File: config.mk
export PLATFORM = sky130hd
export DESIGN_NAME = pdo_port_top
export DESIGN_NICKNAME = d
export VERILOG_FILES = /design/src/pdo_pkg.sv /design/src/pdo_pin_mux.sv /design/src/pdo_pin_change.sv /design/src/pdo_port_top.sv
export SDC_FILE = /design/constraint.sdc
export NUM_CORES = 1
export LEC_CHECK = 0
export BUFFER_PORTS_ARGS = -buffer_cell sky130_fd_sc_hd__buf_2
export CAP_MARGIN = 20
export CORE_MARGIN = 4
export CORE_UTILIZATION = 52
export DETAILED_ROUTE_END_ITERATION = 8
export PLACE_DENSITY = 0.86
export SETUP_SLACK_MARGIN = 0.4
export SLEW_MARGIN = 20
export SYNTH_ARGS = -nofsm -noshare
export SYNTH_HDL_FRONTEND = slang
export SYNTH_SLANG_ARGS = --single-unit
File: constraint.sdc
create_clock -name pclk -period 3.61 [get_ports pclk]
set_input_delay 1.083 -clock pclk [delete_from_list [all_inputs] [get_ports pclk]]
set_output_delay 1.083 -clock pclk [all_outputs]
set_load 0.005 [all_outputs]
File: src/pdo_pkg.sv
// package: register map, field positions and carriers for the port block
package pdo_pkg;
  localparam int unsigned PDO_AW = 8;
  localparam int unsigned PDO_DW = 32;
  localparam logic [7:0] PDO_OFS_PB_LATCH = 8'h00;
  localparam logic [7:0] PDO_OFS_PB_DIR   = 8'h04;
  localparam logic [7:0] PDO_OFS_PB_LVL   = 8'h08;
  localparam logic [7:0] PDO_OFS_PC_LATCH = 8'h0c;
  localparam logic [7:0] PDO_OFS_PC_DIR   = 8'h10;
  localparam logic [7:0] PDO_OFS_PD_LATCH = 8'h14;
  localparam logic [7:0] PDO_OFS_PD_DIR   = 8'h18;
  localparam logic [7:0] PDO_OFS_PD_LVL   = 8'h1c;
  localparam logic [7:0] PDO_OFS_CTRL     = 8'h20;
  localparam logic [7:0] PDO_OFS_PC_MASK  = 8'h24;
  localparam logic [7:0] PDO_OFS_IRQ_STAT = 8'h28;
  localparam logic [7:0] PDO_OFS_IRQ_MASK = 8'h2c;
  localparam logic [7:0] PDO_RST_BYTE     = 8'h00;
  localparam logic [7:0] PDO_PC_WMASK     = 8'h7f;
  localparam logic [2:0] PDO_RST_CTRL     = 3'h0;
  localparam int unsigned PDO_CTL_PUD  = 0;
  localparam int unsigned PDO_CTL_PCG1 = 1;
  localparam int unsigned PDO_CTL_PCG2 = 2;
  localparam int unsigned PDO_IRQ_PCG2 = 0;
  localparam int unsigned PDO_PIN_RX   = 0;
  localparam int unsigned PDO_PIN_TX   = 1;
  localparam int unsigned PDO_PIN_X0   = 2;
  localparam int unsigned PDO_PIN_X1   = 3;
  localparam int unsigned PDO_PIN_SCK  = 4;
  localparam int unsigned PDO_PIN_T0B  = 5;
  localparam int unsigned PDO_PIN_T0A  = 6;

  typedef struct packed {
    logic pu_en;
    logic pu_val;
    logic dir_en;
    logic dir_val;
    logic val_en;
    logic val_val;
    logic die_en;
    logic die_val;
  } pdo_ovr_t;

  typedef struct packed {
    logic receiver_on;
    logic transmitter_on;
    logic tx_data;
    logic serial_sync_mode_select;
    logic serial_sync_clock;
    logic timer0_cmp_a_en;
    logic timer0_cmp_a_out;
    logic timer0_cmp_b_en;
    logic timer0_cmp_b_out;
    logic timer2_cmp_b_en;
    logic timer2_cmp_b_out;
    logic ext_irq_0_en;
    logic ext_irq_1_en;
  } pdo_periph_t;
endpackage

File: src/pdo_pin_mux.sv
// pad control: override selection over register-derived pin controls
`timescale 1ns/1ps
module pdo_pin_mux import pdo_pkg::*; #(
  parameter int unsigned N = 8
) (
  input  wire logic [N-1:0]     latch,
  input  wire logic [N-1:0]     dir,
  input  wire logic             pullup_global_disable,
  input  wire logic             sleep_active,
  input  wire pdo_ovr_t [N-1:0] ovr,
  output logic [N-1:0]          pad_out,
  output logic [N-1:0]          pad_oe,
  output logic [N-1:0]          pad_pullup,
  output logic [N-1:0]          pad_die
);
  for (genvar i = 0; i < N; i++) begin : g_pin
    assign pad_pullup[i] = ovr[i].pu_en  ? ovr[i].pu_val  : (latch[i] & ~dir[i] & ~pullup_global_disable);
    assign pad_oe[i]     = ovr[i].dir_en ? ovr[i].dir_val : dir[i];
    assign pad_out[i]    = ovr[i].val_en ? ovr[i].val_val : latch[i];
    assign pad_die[i]    = ovr[i].die_en ? ovr[i].die_val : ~sleep_active;
  end
endmodule

File: src/pdo_pin_change.sv
// pin change detector: one pulse when any enabled sampled level toggles
`timescale 1ns/1ps
module pdo_pin_change #(
  parameter int unsigned N = 8
) (
  input  wire logic         pclk,
  input  wire logic         presetn,
  input  wire logic [N-1:0] level,
  input  wire logic [N-1:0] mask,
  input  wire logic         group_en,
  output logic              evt
);
  logic [N-1:0] prev_q;
  logic         evt_q;
  wire          hit = group_en & (|((level ^ prev_q) & mask));

  always_ff @(posedge pclk or negedge presetn) begin
    if (!presetn) begin
      prev_q <= '0;
      evt_q  <= 1'b0;
    end else begin
      prev_q <= level;
      evt_q  <= hit;
    end
  end

  assign evt = evt_q;
endmodule

File: src/pdo_port_top.sv
// port b/c/d pin logic with port d alternate-function overrides, apb registers
//
// The placing of the registers and register access over APB were chosen for this implementation.
`timescale 1ns/1ps
module pdo_port_top import pdo_pkg::*; (
  input  wire logic              pclk,
  input  wire logic              presetn,
  input  wire logic [PDO_AW-1:0] paddr,
  input  wire logic              psel,
  input  wire logic              penable,
  input  wire logic              pwrite,
  input  wire logic [PDO_DW-1:0] pwdata,
  output logic [PDO_DW-1:0]      prdata,
  output logic                   pready,
  output logic                   pslverr,
  input  wire pdo_periph_t       periph,
  input  wire logic              sleep_active,
  input  wire logic [7:0]        pb_in,
  output logic [7:0]             pb_out,
  output logic [7:0]             pb_oe,
  output logic [7:0]             pb_pullup,
  output logic [7:0]             pb_die,
  input  wire logic [6:0]        pc_in,
  output logic [6:0]             pc_out,
  output logic [6:0]             pc_oe,
  output logic [6:0]             pc_pullup,
  output logic [6:0]             pc_die,
  input  wire logic [7:0]        pd_in,
  output logic [7:0]             pd_out,
  output logic [7:0]             pd_oe,
  output logic [7:0]             pd_pullup,
  output logic [7:0]             pd_die,
  output logic                   rx_data,
  output logic                   pin_change_src_16,
  output logic                   pin_change_group2_irq,
  output logic                   irq
);
  function automatic logic is_reg(input logic [PDO_AW-1:0] a, input logic [PDO_AW-1:0] ofs);
    is_reg = (a == ofs);
  endfunction

  logic [7:0] pb_latch_q;
  logic [7:0] pb_dir_q;
  logic [7:0] pb_lvl_q;
  logic [6:0] pc_latch_q;
  logic [6:0] pc_dir_q;
  logic [7:0] pd_latch_q;
  logic [7:0] pd_dir_q;
  logic [7:0] pd_lvl_q;
  logic [2:0] ctrl_q;
  logic [7:0] pcmsk_q;
  logic       stat_q;
  logic       stat_d;
  logic       imask_q;
  logic [PDO_DW-1:0] rdata_q;
  logic       pcg2_evt;

  // bus decode
  wire wr_en     = psel & penable & pwrite;
  wire setup_rd  = psel & ~penable & ~pwrite;
  wire w_pb_lat  = wr_en & is_reg(paddr, PDO_OFS_PB_LATCH);
  wire w_pb_dir  = wr_en & is_reg(paddr, PDO_OFS_PB_DIR);
  wire w_pc_lat  = wr_en & is_reg(paddr, PDO_OFS_PC_LATCH);
  wire w_pc_dir  = wr_en & is_reg(paddr, PDO_OFS_PC_DIR);
  wire w_pd_lat  = wr_en & is_reg(paddr, PDO_OFS_PD_LATCH);
  wire w_pd_dir  = wr_en & is_reg(paddr, PDO_OFS_PD_DIR);
  wire w_ctrl    = wr_en & is_reg(paddr, PDO_OFS_CTRL);
  wire w_pcmsk   = wr_en & is_reg(paddr, PDO_OFS_PC_MASK);
  wire w_stat    = wr_en & is_reg(paddr, PDO_OFS_IRQ_STAT);
  wire w_imask   = wr_en & is_reg(paddr, PDO_OFS_IRQ_MASK);
  wire pullup_global_disable       = ctrl_q[PDO_CTL_PUD];
  wire pcg1_en   = ctrl_q[PDO_CTL_PCG1];
  wire pcg2_en   = ctrl_q[PDO_CTL_PCG2];
  wire addr_hit  = is_reg(paddr, PDO_OFS_PB_LATCH) | is_reg(paddr, PDO_OFS_PB_DIR)
                 | is_reg(paddr, PDO_OFS_PB_LVL)   | is_reg(paddr, PDO_OFS_PC_LATCH)
                 | is_reg(paddr, PDO_OFS_PC_DIR)   | is_reg(paddr, PDO_OFS_PD_LATCH)
                 | is_reg(paddr, PDO_OFS_PD_DIR)   | is_reg(paddr, PDO_OFS_PD_LVL)
                 | is_reg(paddr, PDO_OFS_CTRL)     | is_reg(paddr, PDO_OFS_PC_MASK)
                 | is_reg(paddr, PDO_OFS_IRQ_STAT) | is_reg(paddr, PDO_OFS_IRQ_MASK);

  // read selection, bit 7 of port c registers reads zero
  logic [7:0] rd_byte;
  always_comb begin
    case (paddr)
      PDO_OFS_PB_LATCH: rd_byte = pb_latch_q;
      PDO_OFS_PB_DIR:   rd_byte = pb_dir_q;
      PDO_OFS_PB_LVL:   rd_byte = pb_lvl_q;
      PDO_OFS_PC_LATCH: rd_byte = {1'b0, pc_latch_q};
      PDO_OFS_PC_DIR:   rd_byte = {1'b0, pc_dir_q};
      PDO_OFS_PD_LATCH: rd_byte = pd_latch_q;
      PDO_OFS_PD_DIR:   rd_byte = pd_dir_q;
      PDO_OFS_PD_LVL:   rd_byte = pd_lvl_q;
      PDO_OFS_CTRL:     rd_byte = {5'h00, ctrl_q};
      PDO_OFS_PC_MASK:  rd_byte = pcmsk_q;
      PDO_OFS_IRQ_STAT: rd_byte = {7'h00, stat_q};
      PDO_OFS_IRQ_MASK: rd_byte = {7'h00, imask_q};
      default:          rd_byte = 8'h00;
    endcase
  end

  // port d override signals
  pdo_ovr_t [7:0] pd_ovr;
  always_comb begin
    pd_ovr = '0;
    pd_ovr[PDO_PIN_RX].pu_en   = periph.receiver_on;
    pd_ovr[PDO_PIN_RX].pu_val  = pd_latch_q[PDO_PIN_RX] & ~pullup_global_disable;
    pd_ovr[PDO_PIN_RX].dir_en  = periph.receiver_on;
    pd_ovr[PDO_PIN_RX].dir_val = 1'b0;
    pd_ovr[PDO_PIN_TX].pu_en   = periph.transmitter_on;
    pd_ovr[PDO_PIN_TX].pu_val  = 1'b0;
    pd_ovr[PDO_PIN_TX].dir_en  = periph.transmitter_on;
    pd_ovr[PDO_PIN_TX].dir_val = 1'b1;
    pd_ovr[PDO_PIN_TX].val_en  = periph.transmitter_on;
    pd_ovr[PDO_PIN_TX].val_val = periph.tx_data;
    pd_ovr[PDO_PIN_X1].val_en  = periph.timer2_cmp_b_en;
    pd_ovr[PDO_PIN_X1].val_val = periph.timer2_cmp_b_out;
    pd_ovr[PDO_PIN_SCK].val_en  = periph.serial_sync_mode_select;
    pd_ovr[PDO_PIN_SCK].val_val = periph.serial_sync_clock;
    pd_ovr[PDO_PIN_T0B].val_en  = periph.timer0_cmp_b_en;
    pd_ovr[PDO_PIN_T0B].val_val = periph.timer0_cmp_b_out;
    pd_ovr[PDO_PIN_T0A].val_en  = periph.timer0_cmp_a_en;
    pd_ovr[PDO_PIN_T0A].val_val = periph.timer0_cmp_a_out;
    for (int i = 0; i < 8; i++) begin
      pd_ovr[i].die_en  = pcmsk_q[i] & pcg2_en;
      pd_ovr[i].die_val = 1'b1;
    end
    pd_ovr[PDO_PIN_X0].die_en = periph.ext_irq_0_en | (pcmsk_q[PDO_PIN_X0] & pcg1_en);
    pd_ovr[PDO_PIN_X1].die_en = periph.ext_irq_1_en | (pcmsk_q[PDO_PIN_X1] & pcg2_en);
  end

  // port d pads; ports b and c carry no overrides here
  pdo_pin_mux #(.N(8)) u_pd_mux (
    .latch        (pd_latch_q),
    .dir          (pd_dir_q),
    .pullup_global_disable          (pullup_global_disable),
    .sleep_active (sleep_active),
    .ovr          (pd_ovr),
    .pad_out      (pd_out),
    .pad_oe       (pd_oe),
    .pad_pullup   (pd_pullup),
    .pad_die      (pd_die)
  );

  pdo_pin_mux #(.N(8)) u_pb_mux (
    .latch        (pb_latch_q),
    .dir          (pb_dir_q),
    .pullup_global_disable          (pullup_global_disable),
    .sleep_active (sleep_active),
    .ovr          ('0),
    .pad_out      (pb_out),
    .pad_oe       (pb_oe),
    .pad_pullup   (pb_pullup),
    .pad_die      (pb_die)
  );

  pdo_pin_mux #(.N(7)) u_pc_mux (
    .latch        (pc_latch_q),
    .dir          (pc_dir_q),
    .pullup_global_disable          (pullup_global_disable),
    .sleep_active (sleep_active),
    .ovr          ('0),
    .pad_out      (pc_out),
    .pad_oe       (pc_oe),
    .pad_pullup   (pc_pullup),
    .pad_die      (pc_die)
  );

  pdo_pin_change #(.N(8)) u_pcg2 (
    .pclk     (pclk),
    .presetn  (presetn),
    .level    (pd_lvl_q),
    .mask     (pcmsk_q),
    .group_en (pcg2_en),
    .evt      (pcg2_evt)
  );

  // sticky status, set wins over write-one clear
  assign stat_d = pcg2_evt | (stat_q & ~(w_stat & pwdata[PDO_IRQ_PCG2]));

  always_ff @(posedge pclk or negedge presetn) begin
    if (!presetn) begin
      pb_latch_q <= PDO_RST_BYTE;
      pb_dir_q   <= PDO_RST_BYTE;
      pc_latch_q <= PDO_RST_BYTE[6:0];
      pc_dir_q   <= PDO_RST_BYTE[6:0];
      pd_latch_q <= PDO_RST_BYTE;
      pd_dir_q   <= PDO_RST_BYTE;
      ctrl_q     <= PDO_RST_CTRL;
      pcmsk_q    <= PDO_RST_BYTE;
      imask_q    <= 1'b0;
    end else begin
      if (w_pb_lat) pb_latch_q <= pwdata[7:0];
      if (w_pb_dir) pb_dir_q <= pwdata[7:0];
      if (w_pc_lat) pc_latch_q <= pwdata[6:0] & PDO_PC_WMASK[6:0];
      if (w_pc_dir) pc_dir_q <= pwdata[6:0];
      if (w_pd_lat) pd_latch_q <= pwdata[7:0];
      if (w_pd_dir) pd_dir_q <= pwdata[7:0];
      if (w_ctrl) ctrl_q <= pwdata[2:0];
      if (w_pcmsk) pcmsk_q <= pwdata[7:0];
      if (w_imask) imask_q <= pwdata[PDO_IRQ_PCG2];
    end
  end

  always_ff @(posedge pclk or negedge presetn) begin
    if (!presetn) begin
      pb_lvl_q <= PDO_RST_BYTE;
      pd_lvl_q <= PDO_RST_BYTE;
      stat_q   <= 1'b0;
      rdata_q  <= '0;
    end else begin
      pb_lvl_q <= pb_in & pb_die;
      pd_lvl_q <= pd_in & pd_die;
      stat_q   <= stat_d;
      if (setup_rd) rdata_q <= {24'h000000, rd_byte};
    end
  end

  assign prdata                = rdata_q;
  assign pready                = 1'b1;
  assign pslverr               = psel & penable & ~addr_hit;
  assign rx_data               = pd_lvl_q[PDO_PIN_RX];
  assign pin_change_src_16     = pd_lvl_q[PDO_PIN_RX];
  assign pin_change_group2_irq = pcg2_evt;
  assign irq                   = stat_q & imask_q;
endmodule

Word level (Yosys, flattened, before mapping). Index checks and enable logic that the tools add are counted. Widths: inputs -> output; s select.

Output and inout bits: 130. Register bits after elaboration: 92.

Reduce and logical (&&, ||, !) cells: 2. Multiplexer cells: 18. Bitwise gates (word level): 121. Equal/unequal tests: 11.

Operators by type and width (count): $pmux 8 s12 (1); $and 1x1->1 (74); $eq 8x5->1 const B (4); $eq 8x6->1 const B (4); $not 1->1 (29); $and 8x8->8 (3); $mux 1 (17); $eq 8x4->1 const B (2); $or 1x1->1 (14); $eq 8x3->1 const B (1); $logic_not 8->1 (1); $reduce_or 8->1 (1); $xor 8x8->8 (1).

Logic depth before layout (Yosys ltp). Gate-level depths: netlist of run 1.

Depth in word-level cells: 14. Depth in mapped cells: 7. Mapped depth without buffers: 4.

By module. From an unflattened synthesis of run 1, not the netlist that was laid out.

Cell total of the unflattened synthesis: 552. Area total of the unflattened synthesis: 5642.9 um2.

Modules (own cells, without submodules): pdo_port_top (times used 1, sequential area each 2077.0 um2, area an instance 4126.5 um2, cells each 343); pdo_pin_mux at u_pb_mux ... (times used 2, sequential area each 0.0 um2, area an instance 431.7 um2, cells each 65); pdo_pin_change (times used 1, sequential area each 225.2 um2, area an instance 337.8 um2, cells each 23); pdo_pin_mux at u_pc_mux (times used 1, sequential area each 0.0 um2, area an instance 315.3 um2, cells each 56).

Worst setup path after synthesis of run 1. OpenSTA, ideal clock, no wires.

Path type: input-to-output. Start: in paddr[1]. End: out pslverr. Stages on the path: 5. Arrival: 2.087 ns. Setup slack: 0.440 ns. Path buffers: 2. Cell sequence: buf_2 -> or4_4 -> buf_2 -> a21oi_1 -> nor2_1.

Word-level cells in the longest chain between the ends: 14. Elaborated cells on any way between the ends: 25. Those cells by class: eq/ne: 11; bitwise: 13; reduce/logical: 1.

RTL lines: start: declaration (line pdo_port_top.sv:8) `input wire logic [PDO_AW-1:0] paddr,`; $eq 8x3->1 or $logic_not 8->1 (tied branches) (line pdo_port_top.sv:39) `is_reg = (a == ofs);`; $or 1x1->1 (line pdo_port_top.sv:74) `wire addr_hit = is_reg(paddr, PDO_OFS_PB_LATCH) | is_reg(paddr, PDO_OFS_PB_DIR)`; $or 1x1->1 (2 in series) (line pdo_port_top.sv:75) `| is_reg(paddr, PDO_OFS_PB_LVL) | is_reg(paddr, PDO_OFS_PC_LATCH)`; $or 1x1->1 (2 in series) (line pdo_port_top.sv:76) `| is_reg(paddr, PDO_OFS_PC_DIR) | is_reg(paddr, PDO_OFS_PD_LATCH)`; $or 1x1->1 (2 in series) (line pdo_port_top.sv:77) `| is_reg(paddr, PDO_OFS_PD_DIR) | is_reg(paddr, PDO_OFS_PD_LVL)`; $or 1x1->1 (2 in series) (line pdo_port_top.sv:78) `| is_reg(paddr, PDO_OFS_CTRL) | is_reg(paddr, PDO_OFS_PC_MASK)`; $or 1x1->1 (line pdo_port_top.sv:79) `| is_reg(paddr, PDO_OFS_IRQ_STAT) | is_reg(paddr, PDO_OFS_IRQ_MASK);`; $or 1x1->1 * (line pdo_port_top.sv:79); $not 1->1 * (line pdo_port_top.sv:220) `assign pslverr = psel & penable & ~addr_hit;`; $and 1x1->1 * (line pdo_port_top.sv:220); end: declaration (line pdo_port_top.sv:15) `output logic pslverr,`.

Mark *: on every way between the ends. The rest lies on a longest branch, timed or not.

Final worst setup path of run 1. Same ends and word-level chain as after synthesis.

==> impl_metrics.json, run 1 <==
{
  "io_buffer_count": 155,
  "cp.required_ps": 2530,
  "die_x_um": 106,
  "grt_antenna_before_repair": 1,
  "async_flop_share_pct": 100,
  "place.detailed.hpwl_um": 10000,
  "insertedDiodeCount": 0,
  "crit_path_top_delay_cell": "or4_4",
  "top_cell_type_s_share_of_synthesized_area_pct": 46.0,
  "via_count_of_the_first_global_routing_pass": 3874,
  "gp_routability_congestion": 0.882,
  "timing.hold.worst_path_depth": 0,
  "max_cap_viol_count": 0,
  "finalMaxSlewViolations": 0,
  "finalWirelength_um": 13600,
  "start_util_pct": 53.9,
  "synth.yosys.warnings": 0,
  "dominantRegCellSynth": "dfrtp_1",
  "peakVddDrop_mv": 0.236,
  "reg_to_reg_critical_path_startpoint": "ctrl_q[0]$_DFFE_PN0P_",
  "cts_tree": "built",
  "leakage_nw": 3.09,
  "finalHoldViolations": 0,
  "tns_ps": 0,
  "core-area_um2": 9280,
  "synth_sequential_area_ratio_pct": 46.0,
  "rsz0062_at_grt": "no",
  "design.final.nets": 640,
  "register_area_um2": 2300,
  "drt_iter0_drc": 358,
  "final_antenna_net_count": 0,
  "total_die_area_um2": 11200,
  "timing.hold.ws_ps": 426,
  "critPathBufInv": 2,
  "cp_max_fo": 10,
  "clock-sinks": 92,
  "critical-path-max-stage-delay_ps": 560,
  "layout.filler_cells": 780,
  "reg2reg_slack_ps": 1530,
  "cts_htree_levels": 3,
  "timing.max_slew.rel_slack_pct": 33.7,
  "grt_util_met3_pct": 5.46,
  "drt-vias-per-instance": 5.60,
  "mappedNetlistArea_um2": 5000,
  "layout_worst_path_cycle_share_pct": 87.9,
  "grt.overflow.total": 0,
  "power.density_nw_per_um2": 331,
  "final.min_clock_period_ps": 3170,
  "slew_worst_pin_ps": 995,
  "postSynthCellCount": 434,
  "setup_viol": 0,
  "synth.most_common_cell": "dfrtp_1",
  "timing.hold.worst.class": "reg -> reg",
  "netlist.top_cell.by_area": "dfrtp_1",
  "cts_buffers": 9,
  "synth.area.top_cells": "dfrtp_1 46%, mux2_2 15%, buf_4 7.4%",
  "crit_chain": "buf_6 > or4_4 > a21oi_4 > nor2_1 > buf_2",
  "synth_common_cells": "92 x dfrtp_1, 67 x mux2_2, 49 x buf_4, 24 x nand2_1, 23 x nor3b_1",
  "max_freq_mhz": 315,
  "post_route_cells_drive_above_1_share_pct": 46.7,
  "vias": 3876,
  "timing.critical_path.max_delay_family": "simple AND/OR/NAND/NOR gates",
  "cts_root_buf": "clkbuf_8",
  "worst_hold_path.endpoint": "u_pcg2.prev_q[7]$_DFF_PN0_",
  "die_height_um": 106,
  "outcome": "complete, no violations",
  "ctsLongestPathBuffers": 2,
  "worstSetupStartpoint": "paddr[1]",
  "worst-r2r-cell-count": 4,
  "critPathKind": "in -> out",
  "rows": 35,
  "worst_clock_skew_ps": 14.4,
  "syn2layout_area_growth_pct": 15.9,
  "hp-start": "pd_lvl_q[7]$_DFF_PN0_",
  "post_cts_hold_buffer_count": 0,
  "number_of_post_cts_setup_repair_buffers": 0,
  "drtPass1Iterations": 5,
  "multi_input_gate_area_um2": 2310,
  "crit_path_start_kind": "input port",
  "clk_latency_ps": 370,
  "grt_util_met2_pct": 39.9,
  "grt_start_max_net_pins": 93,
  "met1_usage_pct": 32.5,
  "crit-reg2reg-capture": "prdata[0]$_DFFE_PN0P_",
  "grt_use_total_pct": 24.6,
  "total_power_mw": 1.92,
  "wl_per_cell_um": 19.7,
  "grt_busiest_layer": "met2",
  "synth_area_per_cell_um2": 11.5,
  "endpoint_kind": "primary output",
  "final_util_pct": 62.4,
  "drcViolationCount": 0,
  "critical_path_arrival_ps": 2090,
  "postSynthRegisterBits": 92,
  "netlist-cell-type-count": 57,
  "top_level_ports": 212,
  "grt_pass1_wl_um": 21300,
  "worst_setup_hold_path_clk_slew_ps": 90,
  "synth_edf_count": 0
}
[where the power goes]
group	switching, mW	internal [mW]	total [mW]
logic	0.121	0.0898	0.211
clock network	0.362	0.270	0.632
registers	0.0228	1.05	1.08
total	0.505	1.41	1.92
[worst max-delay path by stage]
stage,cells after the start,slack [ps],endpoint
floorplan,5,440,pslverr
finish,5,440,pslverr
global placement,5,350,pslverr
global route,5,410,pslverr
CTS,5,410,pslverr
detailed placement,5,350,pslverr
[per-layer routing]
metal	part of all wire (%)	wire [um]	vias up
li1	-	-	1719
met1	41	5590	1901
met2	47	6420	225
met3	9.4	1280	29
met4	2.5	340	2
met5	0.14	19	-
[area by class of cell]
class                      instances  share of cell area (%)
clock buffer                      11                    2.44
clock inverter                     5                   0.648
inverter                           3                   0.194
multi-input combinational        292                    39.9
sequential                        92                    39.7
tap                              129                    2.79
timing repair buffer             160                    14.3
[kinds of logic (layout without fill, tap and decap cells)]
| kind of cell | Yosys count | after routing | synth area share [%] |
|---|---|---|---|
| multiplexers | 88 | 88 | 20.3 |
| buffers and inverters | 73 | 179 | 9.63 |
| XOR/XNOR | 8 | 8 | 1.40 |
| AND/OR/NAND/NOR | 122 | 122 | 15.5 |
| other | 2 | 25 | 0.150 |
| flip-flops | 92 | 92 | 46.0 |
| AO/OA/AOI/OAI | 49 | 49 | 6.91 |
[sequential cells by signal (all words and copies together) (netlist names), 8 cells and up]
signal and count:
pb_dir_q 8, pb_latch_q 8, pb_lvl_q 8, pcmsk_q 8
pd_dir_q 8, pd_latch_q 8, pd_lvl_q 8, prdata 8
u_pcg2.prev_q 8
[through the flow]
step	cells	area [um^2]	worst slack [ps]
CTS	692	5780	411
floorplan	457	5090	440
global placement	676	5590	355
detailed placement	676	5590	349
finish	692	5790	436
global route	692	5790	415
[layout by cell type (no fill, tap or decap), types with 8 or more instances in the layout]
cell,instances
clkbuf_8,10
xor2_1,8
and2_1,10
mux2i_1,16
conb_1,25
nand2_1,24
buf_2,153
nor2_1,11
mux2_2,67
nor2b_1,11
a21oi_1,10
nor3b_1,23
dfrtp_1,92
[timing repair]
action | in CTS | in global routing
resized for setup | 1 | 4
endpoints found under the setup margin | 1 | 1
pin swaps | 0 | 1
(Power assumes the default switching activity.)
==> run 2: changes to the inputs <==
MAX_ROUTING_LAYER = met4   (was unset)
==> impl_metrics.json, run 2 (same netlist as run 1, synthesis figures left out) <==
{
  "outcome": "complete, no violations",
  "grt_use_total_pct": 25.7,
  "timing.hold.worst.class": "reg -> reg",
  "layout_worst_path_cycle_share_pct": 88.6,
  "slew_worst_pin_ps": 997,
  "crit-reg2reg-capture": "prdata[0]$_DFFE_PN0P_",
  "worst_clock_skew_ps": 9.80,
  "core-area_um2": 9280,
  "timing.max_slew.rel_slack_pct": 33.5,
  "final_antenna_net_count": 0,
  "grt.overflow.total": 0,
  "power.density_nw_per_um2": 343,
  "critPathBufInv": 2,
  "worst_setup_hold_path_clk_slew_ps": 90,
  "vias": 3900,
  "leakage_nw": 3.11,
  "finalWirelength_um": 13800,
  "syn2layout_area_growth_pct": 16.4,
  "tns_ps": 0,
  "setup_viol": 0,
  "clock-sinks": 92,
  "crit_path_start_kind": "input port",
  "die_height_um": 106,
  "timing.critical_path.max_delay_family": "simple AND/OR/NAND/NOR gates",
  "drtPass1Iterations": 5,
  "final_cell_mix": "154 x buf_2, 92 x dfrtp_1, 67 x mux2_2",
  "gp_routability_congestion": 0.870,
  "final_util_pct": 62.7,
  "wl_per_cell_um": 19.9,
  "rows": 35,
  "critical-path-max-stage-delay_ps": 510,
  "drt_iter0_drc": 323,
  "max_cap_viol_count": 0,
  "reg2reg_slack_ps": 1520,
  "drt-vias-per-instance": 5.61,
  "place.detailed.hpwl_um": 10200,
  "crit_path_top_delay_cell": "or4_4",
  "peakVddDrop_mv": 0.237,
  "critical_path_arrival_ps": 2110,
  "crit_chain": "buf_2 > or4_4 > a21oi_2 > nor2_1 > buf_2",
  "total_die_area_um2": 11200,
  "grt_start_max_net_pins": 48,
  "cts_htree_levels": 3,
  "number_of_post_cts_setup_repair_buffers": 0,
  "die_x_um": 106,
  "final.min_clock_period_ps": 3200,
  "rsz0062_at_grt": "no",
  "worstSetupStartpoint": "paddr[1]",
  "top_level_ports": 212,
  "max_freq_mhz": 313,
  "grt_antenna_before_repair": 2,
  "ctsLongestPathBuffers": 2,
  "finalMaxSlewViolations": 0,
  "endpoint_kind": "primary output",
  "start_util_pct": 53.9,
  "post_route_cells_drive_above_1_share_pct": 47.0,
  "worst-r2r-cell-count": 4,
  "critPathKind": "in -> out",
  "cts_root_buf": "clkbuf_8",
  "cp_max_fo": 10,
  "drcViolationCount": 0,
  "via_count_of_the_first_global_routing_pass": 3978,
  "clk_latency_ps": 360,
  "worstSetupEndpoint": "pslverr",
  "cts_buffers": 9,
  "design.final.nets": 641,
  "grt_pass1_wl_um": 21700,
  "cts_tree": "built",
  "cp.required_ps": 2530,
  "io_buffer_count": 155,
  "layout_commonest_cell": "buf_2",
  "worst_path_most_repeated_cell": "buf_2",
  "finalHoldViolations": 0,
  "reg_to_reg_critical_path_startpoint": "ctrl_q[0]$_DFFE_PN0P_",
  "timing.critical_path.depth": 5
}
==> run 2: repair_timing <==
item                       CTS  global route
hold buffers                 0             0
hold endpoints to repair     0             0
setup endpoints to repair    1             0
resized for setup            1             0
==> run 2: worst reg2reg max path, delay by kind of cell (launching register included) <==
family | cells | cell delay, ps
muxes | 1 | 620
DFF | 1 | 760
AOI/OAI and AO/OA | 2 | 370
and+or+nand+nor | 1 | 220
==> run 2: worst min-delay path by stage <==
| stage | slack [ps] | to | from | depth (start not counted) |
|---|---|---|---|---|
| after floorplan | 390 | u_pcg2.prev_q[1]$_DFF_PN0_ | pd_lvl_q[1]$_DFF_PN0_ | 0 |
| after global placement | 400 | u_pcg2.prev_q[1]$_DFF_PN0_ | pd_lvl_q[1]$_DFF_PN0_ | 0 |
| after detailed placement | 400 | u_pcg2.prev_q[1]$_DFF_PN0_ | pd_lvl_q[1]$_DFF_PN0_ | 0 |
| after CTS | 430 | u_pcg2.prev_q[7]$_DFF_PN0_ | pd_lvl_q[7]$_DFF_PN0_ | 0 |
| after global routing | 450 | u_pcg2.prev_q[7]$_DFF_PN0_ | pd_lvl_q[7]$_DFF_PN0_ | 0 |
| final | 430 | u_pcg2.prev_q[7]$_DFF_PN0_ | pd_lvl_q[7]$_DFF_PN0_ | 0 |
==> run 2: metal layers <==
layer  part of all wire, %  track usage [%]
met5                     0                -
met4                   2.2             8.05
met3                   9.1             6.01
met2                    48             41.1
met1                    41             32.6
==> run 2: final cells by class <==
type	instances	area, um^2
clock inverters	7	73.8
inverters	3	11.3
fillers	777	3460
multi-input cells	292	2310
clock buffers	9	124
diodes	2	5.00
repair buffers	161	836
flip-flops and latches	92	2300
well taps	129	161
==> run 2: report_power, final <==
group	internal [mW]	switching [mW]	leakage (nW)
logic	0.0907	0.121	1.76
clock network	0.325	0.380	0.100
registers	1.05	0.0236	1.25
==> run 2: metrics by stage <==
| stage | worst slack (ps) | hold WS [ps] | power, mW | std cells | area [um^2] |
|---|---|---|---|---|---|
| after floorplan | 440 | 387 | 1.23 | 457 | 5090 |
| after global placement | 380 | 404 | 1.30 | 677 | 5610 |
| after CTS | 413 | 433 | 2.00 | 693 | 5810 |
| after global routing | 402 | 446 | 2.07 | 695 | 5820 |
| final | 412 | 431 | 2.00 | 695 | 5820 |
| after detailed placement | 352 | 402 | 1.31 | 677 | 5610 |
